===== config.mk =====
export PLATFORM = sky130hd
export DESIGN_NAME = lpmn_top
export DESIGN_NICKNAME = d
export VERILOG_FILES = /design/src/lpmn_pkg.sv /design/src/lpmn_msg_fmt.sv /design/src/lpmn_top.sv
export VERILOG_INCLUDE_DIRS = /design/src
export SDC_FILE = /design/constraint.sdc
export NUM_CORES = 1
export LEC_CHECK = 0
export ABC_CLOCK_PERIOD_IN_PS = 1600
export BUFFER_PORTS_ARGS = -buffer_cell sky130_fd_sc_hd__buf_2
export CAP_MARGIN = 0
export CORE_ASPECT_RATIO = 1.4
export CORE_MARGIN = 3
export CORE_UTILIZATION = 30
export CTS_CLUSTER_DIAMETER = 60
export DETAILED_ROUTE_END_ITERATION = 8
export GPL_ROUTABILITY_DRIVEN = 0
export GPL_TIMING_DRIVEN = 0
export PLACE_DENSITY_LB_ADDON = 0.3
export SETUP_SLACK_MARGIN = 0.2
export SKIP_LAST_GASP = 1
export SLEW_MARGIN = 20
export SYNTH_ARGS = -nofsm -noshare
export SYNTH_HDL_FRONTEND = slang
export SYNTH_SLANG_ARGS = --single-unit

===== constraint.sdc =====
create_clock -name clk_in -period 1.6 [get_ports clk_in]
set_input_delay 0.08 -clock clk_in [delete_from_list [all_inputs] [get_ports clk_in]]
set_output_delay 0.08 -clock clk_in [all_outputs]
set_load 0.02 [all_outputs]

===== src/lpmn_regs.svh =====
// constants for the link power-management entry negotiation block
`ifndef LPMN_REGS_SVH
`define LPMN_REGS_SVH
// message codes, code[7:0]
`define LPMN_CODE_AS_NAK 8'h14
`define LPMN_CODE_PME 8'h18
`define LPMN_CODE_TURN_OFF 8'h19
`define LPMN_CODE_TO_ACK 8'h1B
// routing subfield r[2:0]
`define LPMN_ROUTE_AS_NAK 3'h4
`define LPMN_ROUTE_PME 3'h0
`define LPMN_ROUTE_TURN_OFF 3'h3
`define LPMN_ROUTE_TO_ACK 3'h5
// attribute and traffic class defaults
`define LPMN_ATTR_DEFAULT 2'h0
`define LPMN_TC_DEFAULT 3'h0
`endif


===== src/lpmn_pkg.sv =====
// types of the link power-management entry negotiation block
package lpmn_pkg;
    // training machine state as seen by this block
    typedef enum logic [1:0] {
        LPMN_LT_L0 = 2'h0,
        LPMN_LT_RECOVERY = 2'h1,
        LPMN_LT_CONFIG = 2'h2,
        LPMN_LT_OTHER = 2'h3
    } lpmn_ltssm_type;
    // power-management dllp kinds
    typedef enum logic [2:0] {
        LPMN_DLLP_NONE = 3'h0,
        LPMN_DLLP_ENTER_L1 = 3'h1,
        LPMN_DLLP_ENTER_L23 = 3'h2,
        LPMN_DLLP_AS_REQ_L1 = 3'h3,
        LPMN_DLLP_REQ_ACK = 3'h4
    } lpmn_dllp_type;
    // power-management messages
    typedef enum logic [1:0] {
        LPMN_MSG_AS_NAK = 2'h0,
        LPMN_MSG_PME = 2'h1,
        LPMN_MSG_TURN_OFF = 2'h2,
        LPMN_MSG_TO_ACK = 2'h3
    } lpmn_msg_type;
    // kind of negotiation in progress
    typedef enum logic [1:0] {
        LPMN_KIND_SW_L1 = 2'h0,
        LPMN_KIND_ASPM_L1 = 2'h1,
        LPMN_KIND_L23 = 2'h2
    } lpmn_kind_type;
    // negotiation machine states
    typedef enum logic [2:0] {
        LPMN_ST_IDLE,
        LPMN_ST_NEGOTIATE,
        LPMN_ST_REJECT,
        LPMN_ST_LOWPWR,
        LPMN_ST_EXIT
    } lpmn_state_type;
endpackage : lpmn_pkg


===== src/lpmn_msg_fmt.sv =====
// header field encoder for power-management messages
`timescale 1ns/1ps
`include "lpmn_regs.svh"
module lpmn_msg_fmt #(
    parameter bit NAK_RID_FUNC = 1'b1 // nak carries function number
) (
    input wire lpmn_pkg::lpmn_msg_type msg_in,
    output logic [7:0] code_out,
    output logic [2:0] route_out,
    output logic [1:0] attr_out,
    output logic [2:0] tc_out,
    output logic rid_func_out
);
    // field lookup per message
    always_comb
    begin
        attr_out = `LPMN_ATTR_DEFAULT;
        tc_out = `LPMN_TC_DEFAULT;
        rid_func_out = 1'b1;
        unique case (msg_in)
            lpmn_pkg::LPMN_MSG_AS_NAK:
            begin
                code_out = `LPMN_CODE_AS_NAK;
                route_out = `LPMN_ROUTE_AS_NAK;
                rid_func_out = NAK_RID_FUNC;
            end
            lpmn_pkg::LPMN_MSG_PME:
            begin
                code_out = `LPMN_CODE_PME;
                route_out = `LPMN_ROUTE_PME;
            end
            lpmn_pkg::LPMN_MSG_TURN_OFF:
            begin
                code_out = `LPMN_CODE_TURN_OFF;
                route_out = `LPMN_ROUTE_TURN_OFF;
            end
            lpmn_pkg::LPMN_MSG_TO_ACK:
            begin
                code_out = `LPMN_CODE_TO_ACK;
                route_out = `LPMN_ROUTE_TO_ACK;
                rid_func_out = 1'b1;
            end
        endcase
    end
endmodule : lpmn_msg_fmt


===== src/lpmn_top.sv =====
// link power-management entry negotiation, one link end
`timescale 1ns/1ps
`include "lpmn_regs.svh"
module lpmn_top #(
    parameter bit DOWNSTREAM = 1'b1, // 1: downstream component
    parameter int NUM_DS_PORTS = 1, // switch downstream ports
    parameter bit NAK_RID_FUNC = 1'b1 // nak carries function number
) (
    input wire logic clk_in,
    input wire logic rst_n_in,
    input wire lpmn_pkg::lpmn_ltssm_type ltssm_in,
    input wire logic link_up_in,
    input wire logic sw_l1_req_in,
    input wire logic aspm_l1_req_in,
    input wire logic l23_req_in,
    input wire logic can_accept_in,
    input wire logic rx_dllp_valid_in,
    input wire lpmn_pkg::lpmn_dllp_type rx_dllp_type_in,
    input wire logic rx_as_nak_in,
    input wire logic rx_idle_in,
    input wire logic tlp_pending_in,
    input wire logic pme_req_in,
    input wire logic [NUM_DS_PORTS-1:0] to_ack_rx_in,
    input wire logic msg_ready_in,
    output logic tx_dllp_valid_out,
    output lpmn_pkg::lpmn_dllp_type tx_dllp_type_out,
    output logic tlp_block_out,
    output logic low_power_out,
    output logic exit_req_out,
    output logic msg_valid_out,
    output lpmn_pkg::lpmn_msg_type msg_type_out,
    output logic [7:0] msg_code_out,
    output logic [2:0] msg_route_out,
    output logic [1:0] msg_attr_out,
    output logic [2:0] msg_tc_out,
    output logic msg_rid_func_out
);
    // power-management view of L0
    function automatic logic pm_in_l0(input lpmn_pkg::lpmn_ltssm_type lt,
                                      input logic up);
        pm_in_l0 = (lt == lpmn_pkg::LPMN_LT_L0) ||
                   (lt == lpmn_pkg::LPMN_LT_RECOVERY) ||
                   (lt == lpmn_pkg::LPMN_LT_CONFIG && up);
    endfunction : pm_in_l0

    lpmn_pkg::lpmn_state_type state_r, state_nxt; // negotiation state
    lpmn_pkg::lpmn_kind_type kind_r, kind_nxt; // negotiation kind
    lpmn_pkg::lpmn_dllp_type dllp_r, dllp_nxt; // dllp being repeated
    logic restart_r, restart_nxt; // downstream must renegotiate
    logic interrupt; // link went through recovery or down
    logic nak_set; // upstream rejected a request

    assign interrupt = (ltssm_in == lpmn_pkg::LPMN_LT_RECOVERY) ||
                       !link_up_in;

    // negotiation next state
    always_comb
    begin
        state_nxt = state_r;
        kind_nxt = kind_r;
        dllp_nxt = dllp_r;
        restart_nxt = restart_r;
        nak_set = 1'b0;
        unique case (state_r)
            lpmn_pkg::LPMN_ST_IDLE:
            begin
                if (!link_up_in)
                begin
                    restart_nxt = 1'b0; // link down drops a pending restart
                end
                else if (ltssm_in != lpmn_pkg::LPMN_LT_L0)
                begin
                    state_nxt = lpmn_pkg::LPMN_ST_IDLE; // wait for L0
                end
                else if (DOWNSTREAM && restart_r)
                begin
                    state_nxt = lpmn_pkg::LPMN_ST_NEGOTIATE;
                    restart_nxt = 1'b0;
                end
                else if (DOWNSTREAM &&
                         (l23_req_in || sw_l1_req_in || aspm_l1_req_in))
                begin
                    state_nxt = lpmn_pkg::LPMN_ST_NEGOTIATE;
                    if (l23_req_in)
                    begin
                        kind_nxt = lpmn_pkg::LPMN_KIND_L23;
                        dllp_nxt = lpmn_pkg::LPMN_DLLP_ENTER_L23;
                    end
                    else if (sw_l1_req_in)
                    begin
                        kind_nxt = lpmn_pkg::LPMN_KIND_SW_L1;
                        dllp_nxt = lpmn_pkg::LPMN_DLLP_ENTER_L1;
                    end
                    else
                    begin
                        kind_nxt = lpmn_pkg::LPMN_KIND_ASPM_L1;
                        dllp_nxt = lpmn_pkg::LPMN_DLLP_AS_REQ_L1;
                    end
                end
                else if (!DOWNSTREAM && rx_dllp_valid_in)
                begin
                    dllp_nxt = lpmn_pkg::LPMN_DLLP_REQ_ACK;
                    if (rx_dllp_type_in == lpmn_pkg::LPMN_DLLP_ENTER_L1)
                    begin
                        state_nxt = lpmn_pkg::LPMN_ST_NEGOTIATE;
                        kind_nxt = lpmn_pkg::LPMN_KIND_SW_L1;
                    end
                    else if (rx_dllp_type_in ==
                             lpmn_pkg::LPMN_DLLP_ENTER_L23)
                    begin
                        state_nxt = lpmn_pkg::LPMN_ST_NEGOTIATE;
                        kind_nxt = lpmn_pkg::LPMN_KIND_L23;
                    end
                    else if (rx_dllp_type_in ==
                             lpmn_pkg::LPMN_DLLP_AS_REQ_L1)
                    begin
                        kind_nxt = lpmn_pkg::LPMN_KIND_ASPM_L1;
                        if (can_accept_in)
                        begin
                            state_nxt = lpmn_pkg::LPMN_ST_NEGOTIATE;
                        end
                        else
                        begin
                            state_nxt = lpmn_pkg::LPMN_ST_REJECT;
                            nak_set = 1'b1;
                        end
                    end
                end
            end
            lpmn_pkg::LPMN_ST_NEGOTIATE:
            begin
                if (interrupt || !pm_in_l0(ltssm_in, link_up_in))
                begin
                    state_nxt = lpmn_pkg::LPMN_ST_IDLE;
                    restart_nxt = DOWNSTREAM && link_up_in;
                end
                else if (DOWNSTREAM && rx_dllp_valid_in &&
                         rx_dllp_type_in == lpmn_pkg::LPMN_DLLP_REQ_ACK)
                begin
                    state_nxt = lpmn_pkg::LPMN_ST_LOWPWR;
                end
                else if (DOWNSTREAM && rx_as_nak_in &&
                         kind_r == lpmn_pkg::LPMN_KIND_ASPM_L1)
                begin
                    state_nxt = lpmn_pkg::LPMN_ST_IDLE; // rejected
                end
                else if (!DOWNSTREAM && rx_idle_in)
                begin
                    state_nxt = lpmn_pkg::LPMN_ST_LOWPWR;
                end
            end
            lpmn_pkg::LPMN_ST_REJECT:
            begin
                state_nxt = lpmn_pkg::LPMN_ST_IDLE; // nak queued
            end
            lpmn_pkg::LPMN_ST_LOWPWR:
            begin
                if (!link_up_in)
                begin
                    state_nxt = lpmn_pkg::LPMN_ST_IDLE; // link down
                end
                else if (kind_r != lpmn_pkg::LPMN_KIND_L23 &&
                         ((tlp_pending_in && rx_idle_in) ||
                          ltssm_in == lpmn_pkg::LPMN_LT_RECOVERY))
                begin
                    state_nxt = lpmn_pkg::LPMN_ST_EXIT;
                end
            end
            lpmn_pkg::LPMN_ST_EXIT:
            begin
                if (!link_up_in ||
                    (ltssm_in == lpmn_pkg::LPMN_LT_L0 && !rx_idle_in))
                begin
                    state_nxt = lpmn_pkg::LPMN_ST_IDLE; // back in L0
                end
            end
            default:
            begin
                state_nxt = lpmn_pkg::LPMN_ST_IDLE;
            end
        endcase
    end

    // negotiation registers
    always_ff @(posedge clk_in)
    begin
        if (!rst_n_in)
        begin
            state_r <= lpmn_pkg::LPMN_ST_IDLE;
            kind_r <= lpmn_pkg::LPMN_KIND_SW_L1;
            dllp_r <= lpmn_pkg::LPMN_DLLP_NONE;
            restart_r <= 1'b0;
        end
        else
        begin
            state_r <= state_nxt;
            kind_r <= kind_nxt;
            dllp_r <= dllp_nxt;
            restart_r <= restart_nxt;
        end
    end

    // dllp repeated every cycle while negotiating
    assign tx_dllp_valid_out = (state_r == lpmn_pkg::LPMN_ST_NEGOTIATE);
    assign tx_dllp_type_out = dllp_r;
    // tlps held from entry start until link back in L0
    assign tlp_block_out = (state_r == lpmn_pkg::LPMN_ST_NEGOTIATE) ||
                           (state_r == lpmn_pkg::LPMN_ST_LOWPWR) ||
                           (state_r == lpmn_pkg::LPMN_ST_EXIT);
    assign low_power_out = (state_r == lpmn_pkg::LPMN_ST_LOWPWR);
    assign exit_req_out = (state_r == lpmn_pkg::LPMN_ST_EXIT);

    logic pme_pend_r, pme_pend_nxt; // pme message waiting
    logic ack_pend_r, ack_pend_nxt; // turn-off ack waiting
    logic nak_pend_r, nak_pend_nxt; // aspm nak waiting
    logic [NUM_DS_PORTS-1:0] seen_r, seen_nxt; // acks from ports
    logic msg_valid_r, msg_valid_nxt; // message offered
    lpmn_pkg::lpmn_msg_type msg_r, msg_nxt; // message selected
    lpmn_pkg::lpmn_msg_type sel; // message about to load
    logic load; // load a new message
    logic [7:0] code_r, code_w; // message code
    logic [2:0] route_r, route_w; // routing subfield
    logic [1:0] attr_r, attr_w; // attribute field
    logic [2:0] tc_r, tc_w; // traffic class
    logic rid_r, rid_w; // requester id has function

    // field encoder for the selected message
    lpmn_msg_fmt #(
        .NAK_RID_FUNC(NAK_RID_FUNC)
    ) u_fmt (
        .msg_in(sel),
        .code_out(code_w),
        .route_out(route_w),
        .attr_out(attr_w),
        .tc_out(tc_w),
        .rid_func_out(rid_w)
    );

    // message pending flags and selection, set wins over clear
    always_comb
    begin
        seen_nxt = seen_r | to_ack_rx_in;
        msg_valid_nxt = msg_valid_r && !msg_ready_in;
        msg_nxt = msg_r;
        load = 1'b0;
        if (nak_pend_r)
        begin
            sel = lpmn_pkg::LPMN_MSG_AS_NAK; // rejection first
        end
        else if (ack_pend_r)
        begin
            sel = lpmn_pkg::LPMN_MSG_TO_ACK;
        end
        else
        begin
            sel = lpmn_pkg::LPMN_MSG_PME;
        end
        if (!msg_valid_r && (nak_pend_r || ack_pend_r || pme_pend_r))
        begin
            load = 1'b1;
            msg_valid_nxt = 1'b1;
            msg_nxt = sel;
        end
        nak_pend_nxt = (nak_pend_r &&
                        !(load && sel == lpmn_pkg::LPMN_MSG_AS_NAK)) ||
                       nak_set;
        pme_pend_nxt = (pme_pend_r &&
                        !(load && sel == lpmn_pkg::LPMN_MSG_PME)) ||
                       (DOWNSTREAM && pme_req_in);
        ack_pend_nxt = ack_pend_r &&
                       !(load && sel == lpmn_pkg::LPMN_MSG_TO_ACK);
        if (DOWNSTREAM && (&seen_nxt))
        begin
            ack_pend_nxt = 1'b1;
            seen_nxt = '0;
        end
    end

    // message registers
    always_ff @(posedge clk_in)
    begin
        if (!rst_n_in)
        begin
            pme_pend_r <= 1'b0;
            ack_pend_r <= 1'b0;
            nak_pend_r <= 1'b0;
            seen_r <= '0;
            msg_valid_r <= 1'b0;
            msg_r <= lpmn_pkg::LPMN_MSG_PME;
            code_r <= 8'h00;
            route_r <= 3'h0;
            attr_r <= 2'h0;
            tc_r <= 3'h0;
            rid_r <= 1'b0;
        end
        else
        begin
            pme_pend_r <= pme_pend_nxt;
            ack_pend_r <= ack_pend_nxt;
            nak_pend_r <= nak_pend_nxt;
            seen_r <= seen_nxt;
            msg_valid_r <= msg_valid_nxt;
            msg_r <= msg_nxt;
            if (load)
            begin
                code_r <= code_w;
                route_r <= route_w;
                attr_r <= attr_w;
                tc_r <= tc_w;
                rid_r <= rid_w;
            end
        end
    end

    assign msg_valid_out = msg_valid_r;
    assign msg_type_out = msg_r;
    assign msg_code_out = code_r;
    assign msg_route_out = route_r;
    assign msg_attr_out = attr_r;
    assign msg_tc_out = tc_r;
    assign msg_rid_func_out = rid_r;
endmodule : lpmn_top


Word level (Yosys, flattened, before mapping)
Cells that the tools add are included.

Flip-flop bits (word level): 27.

Equality and inequality tests: 18. Bitwise operators: 2. Multiplexer cells: 26. Reductions and logical operators: 43.

Operators by type and width (number): 8-bit one-hot mux with 4 select lines (1); 3-bit two-way mux (10); 3-bit one-hot mux with 4 select lines (2); 1-bit logical AND (14); 1-bit logical OR (13); 2-bit two-way mux (5); 5-bit AND reduction (2); 1-bit zero test (8); 1-bit two-way mux (7); 2-bit by 1-bit equality test with 1-bit output (second input constant) (3); 2-bit equality test (second input constant) (3); 3-bit equality test (second input constant) (2); 2-bit zero test (2); 2-bit by 1-bit != test with 1-bit output (second input constant) (2); 2-bit != test (second input constant) (2); 4-bit by 1-bit != test with 1-bit output (second input constant) (1); 4-bit != test (second input constant) (1); 2-bit nonzero test (2); 3-bit by 1-bit equality test with 1-bit output (second input constant) (1); 3-bit by 2-bit equality test with 1-bit output (second input constant) (1); 3-bit zero test (1); 3-bit by 2-bit != test with 1-bit output (second input constant) (1); 3-bit != test (second input constant) (1); 3-bit AND reduction (1); 2 further kinds (3).

Logic depth before layout (Yosys ltp)
Word-level depth: 8. Depth in mapped cells: 6.

By module
A second synthesis with hierarchy kept.

Cell total of the unflattened synthesis: 189. Area, all modules: 1453.9 um^2.

Modules (own cells, without submodules): lpmn_top (cells an instance 167, instances 1, sequential area each 620.6 um^2, area an instance 1292.5 um^2); lpmn_msg_fmt (cells an instance 22, instances 1, sequential area each 0.0 um^2, area an instance 161.4 um^2).

Worst setup path after synthesis
OpenSTA, ideal clock, no wires.

Path kind: reg-to-reg. From: register state_r[0]. To: register state_r[2]. Period minus slack after synthesis: 1521 ps. Path slack: 79 ps. Buffers on the path: 1. Stages on the path, launching flop included: 7. Required time: 1479 ps. Arrival: 1400 ps. Path through: dfxtp_1 buf_2 nor3b_2 o31ai_1 o21ai_1 a222oi_1 a2bb2o_1.

Longest elaborated chain between the ends: 3. Elaborated cells between the ends (all ways): 11.

Ends and longest elaborated chain: start: declaration (line lpmn_top.sv:46) `lpmn_pkg::lpmn_state_type state_r, state_nxt;`; start signal: assignment (line lpmn_top.sv:189) `state_r <= lpmn_pkg::LPMN_ST_IDLE;`; start signal: assignment (line lpmn_top.sv:196) `state_r <= state_nxt;`; 3-bit equality test (*); via exit_req_out (line lpmn_top.sv:29) `output logic exit_req_out,`; 2-bit by 1-bit != test with 1-bit output (no source line); 5-bit AND reduction (no source line).

The timed path passes the listed nets; every way through them passes the cells marked *. A chain may end at the register's enable or synchronous reset.

Final worst setup path
From: register state_r[0]. To: register state_r[2].

Longest elaborated chain between the ends: 3. Elaborated cells between the ends (all ways): 11.

Ends and longest elaborated chain: 3-bit by 1-bit equality test with 1-bit output, or another cell as far along (line lpmn_top.sv:64) `unique case (state_r)`; 4-bit by 1-bit != test with 1-bit output (no source line), or another cell as far along; 5-bit AND reduction (no source line).

Several ways; a longest one is shown, not always the timed one.

==> flow_summary.yaml <==
clocking:
  clk_latency_ns: 0.25
  clk_pin_slew_ns: 0.07
  clkSinkCount: 19
  h-tree-depth: 1
  ctsHoldBuffers: 0
  cts_tree: "built"
  cts_buffers: 3
  cts_buffer_depth: 2
  cts_root_buf: "clkbuf_8"
critical_path:
  path_class: "reg -> reg"
  reg2reg_from: "state_r[0]"
  start_kind: "flip-flop"
  crit_end: "state_r[2]"
  slowest_stage: "dfxtp_2"
  crit_family: "compound AO/OA/AOI/OAI gates"
  worstPathArrival_ns: 1.54
  path_cells: "buf_6 > nor3b_4 > o31ai_2 > o21ai_1 > a222oi_1 > buf_4 > a2bb2o_4"
  rr_endpoint: "state_r[2]"
  slowest_delay_ns: 0.32
  cp_num_cells: 7
  cp-end-kind: "flip-flop"
  crit_path_max_fanout: 7
  critPathRequiredTime_ns: 1.75
  startpoint: "state_r[0]"
  reg2reg_depth: 7
  ff2ff_setup_slack_ns: 0.21
  critPathBufInv: 2
sta:
  final.min_clock_period_ns: 1.39
  finalMaxSlewViolations: 0
  setup_viol: 0
  setup_ws_ns: 0.206
  whs_ns: 0.0389
  hold_violations: 0
  max_freq_ghz: 0.717
  fin_tns_setup_ns: 0
  period_share: 0.871
  rsz0062_at_grt: "true"
  fin_skew_ns: 0.00273
pwr:
  ir_drop_v: 0.000333
  power_density_nw_per_um2: 758
  p_leak_nw: 0.688
synthesis:
  synth_top_family_by_area: "simple AND/OR/NAND/NOR gates"
  netlist_instances: 117
  ys_ff_latch: 19
  yosysWarnings: 0
  synth_xor_xnor_area_share: 0
  ys_types: 36
  synth_compound_area_frac: 0.218
  netlist_area_um2: 995
  yosys.area_share.simple: 0.231
  synth_seq_area_share: 0.382
  synthAdderAreaFrac: 0
  syn_area_per_cell_um2: 8.50
  synthMuxAreaShare: 0.0302
run_status:
  status: "completed"
route:
  ant_nets: 0
  dr.pass1.iters: 4
  wl_per_cell_um: 10.9
  drtIter0Drc: 23
  viasPerCell: 4.54
  drc: 0
  wl_mm: 2.29
  route.vias.total: 953
floorplanning:
  rows: 24
  core_um2: 3150
  initial_core_util: 0.315
  die_area_um2: 4050
  die_y_um: 74.1
  io_pins: 46
  die_w_um: 54.7
hold_path:
  min_path_type: "in -> reg"
  worstHoldPathCells: 2
layout:
  layout.nets: 191
  syn_to_final_growth_pct: 40.4
  drive_gt1_frac: 0.427
  antenna_cells: 0
grt:
  antenna_found_initial: 0
  grt_pass1_wl_mm: 3.76
  grt_pass1_vias: 928
  grt_start_max_net_pins: 12
  grt_usage: 0.125
  overflow: 0
placement:
  place_ws_ns: 0.0755
  hpwl_mm: 1.72
  portBuffers: 35
run:
  max_cap_violations: 0
[placed cells by master (no fill, tap or decap), types with 2 or more instances in the layout]
cell type	Yosys	layout
dfxtp_1	19	16
o21ai_0	6	6
o21a_1	4	4
clkbuf_8	0	3
and2_1	2	2
nand2_1	8	8
dfxtp_4	0	2
o211a_1	2	2
a21boi_0	2	2
clkbuf_1	3	3
inv_1	4	4
nor2_1	13	12
buf_4	13	20
conb_1	1	9
nor3_1	5	4
nand2b_1	2	2
a21oi_1	4	4
nor2b_1	5	5
buf_2	2	36
mux2i_1	3	3
[per-layer routing]
| layer | vias up | part of all wire | global-route usage |
|---|---|---|---|
| li1 | 491 | - | - |
| met1 | 422 | 0.38 | 0.133 |
| met2 | 36 | 0.52 | 0.220 |
| met3 | 4 | 0.086 | 0.0321 |
| met4 | 0 | 0.011 | 0.0609 |
| met5 | - | 0 | 0 |
[how the worst min path moves through the flow]
stage / endpoint / slack, ns / start
finish: pme_pend_r / 0.04 / pme_req_in
global route: pme_pend_r / 0.03 / pme_req_in
CTS: pme_pend_r / 0.03 / pme_req_in
detailed placement: pme_pend_r / 0.30 / pme_req_in
global placement: ack_pend_r / 0.29 / to_ack_rx_in
floorplan: tx_dllp_type_out[0] / 0.17 / l23_req_in
[cells by family (layout without fill, tap and decap cells)]
kind of cell           count (synthesis)  count (layout)
AOI/OAI and AO/OA                     29              29
muxes                                  3               3
and+or+nand+nor                       43              43
buffers and inverters                 22              68
other                                  1               9
DFF                                   19              19
[synthesized netlist by cell type (all sizes together)]
| cell type | instances | area share |
|---|---|---|
| a21boi | 2 | 0.015 |
| a21o | 1 | 0.0075 |
| a21oi | 4 | 0.020 |
| a222oi | 1 | 0.010 |
| a22oi | 1 | 0.0075 |
| a2bb2o | 1 | 0.010 |
| a2bb2oi | 1 | 0.015 |
| a31o | 1 | 0.0088 |
| a31oi | 1 | 0.0063 |
| and2 | 2 | 0.013 |
| and3 | 1 | 0.0063 |
| and4 | 1 | 0.0088 |
| and4b | 1 | 0.010 |
| buf | 15 | 0.11 |
| clkbuf | 3 | 0.011 |
| conb | 1 | 0.0038 |
| dfxtp | 19 | 0.38 |
| inv | 4 | 0.015 |
| mux2i | 3 | 0.030 |
| nand2 | 8 | 0.030 |
| nand2b | 2 | 0.013 |
| nand3 | 1 | 0.0050 |
| nand3b | 1 | 0.0075 |
| nand4b | 1 | 0.0088 |
| nor2 | 13 | 0.049 |
| nor2b | 5 | 0.031 |
| nor3 | 5 | 0.025 |
| nor3b | 1 | 0.013 |
| o211a | 2 | 0.020 |
| o21a | 4 | 0.030 |
| o21ai | 7 | 0.035 |
| o31ai | 2 | 0.015 |
| o41ai | 1 | 0.016 |
| or3 | 1 | 0.011 |
[stage by stage]
stage,instance area (um^2),cells,power (mW),utilization
floorplan,1030,125,0.669,-
global route,1400,210,1.12,0.443
CTS,1360,207,1.08,0.433
global placement,1250,199,0.732,0.398
detailed placement,1250,199,0.738,0.398
finish,1400,210,1.06,0.443
[area by class of cell]
class,instances,area (um^2)
well taps,39,48.8
repair buffers,42,228
flip-flops and latches,19,389
clock inverters,1,5.00
plain buffers,18,125
fillers,323,1760
clock buffers,3,41.3
inverters,4,15.0
multi-input cells,84,544
[state kept, by name, indices dropped and copies added (netlist names)]
| signal | cells |
|---|---|
| msg_code_out | 3 |
| state_r | 3 |
| kind_r | 2 |
| msg_route_out | 2 |
| msg_type_out | 2 |
| tx_dllp_type_out | 2 |
| ack_pend_r | 1 |
| msg_valid_out | 1 |
| nak_pend_r | 1 |
| pme_pend_r | 1 |
| restart_r | 1 |
[power breakdown]
part / leakage, nW / switching (mW) / internal (mW)
clock network: 0.0255 / 0.150 / 0.173
registers: 0.157 / 0.0133 / 0.490
logic: 0.505 / 0.128 / 0.105
total: 0.688 / 0.291 / 0.767
[repair_timing]
action / 4_1_cts / 5_1_grt
cloned: 0 / 0
setup endpoints to repair: 6 / 4
pin swaps: 2 / 4
setup buffers: 4 / 3
gates resized for setup: 10 / 3
(Power assumes the default switching activity.)
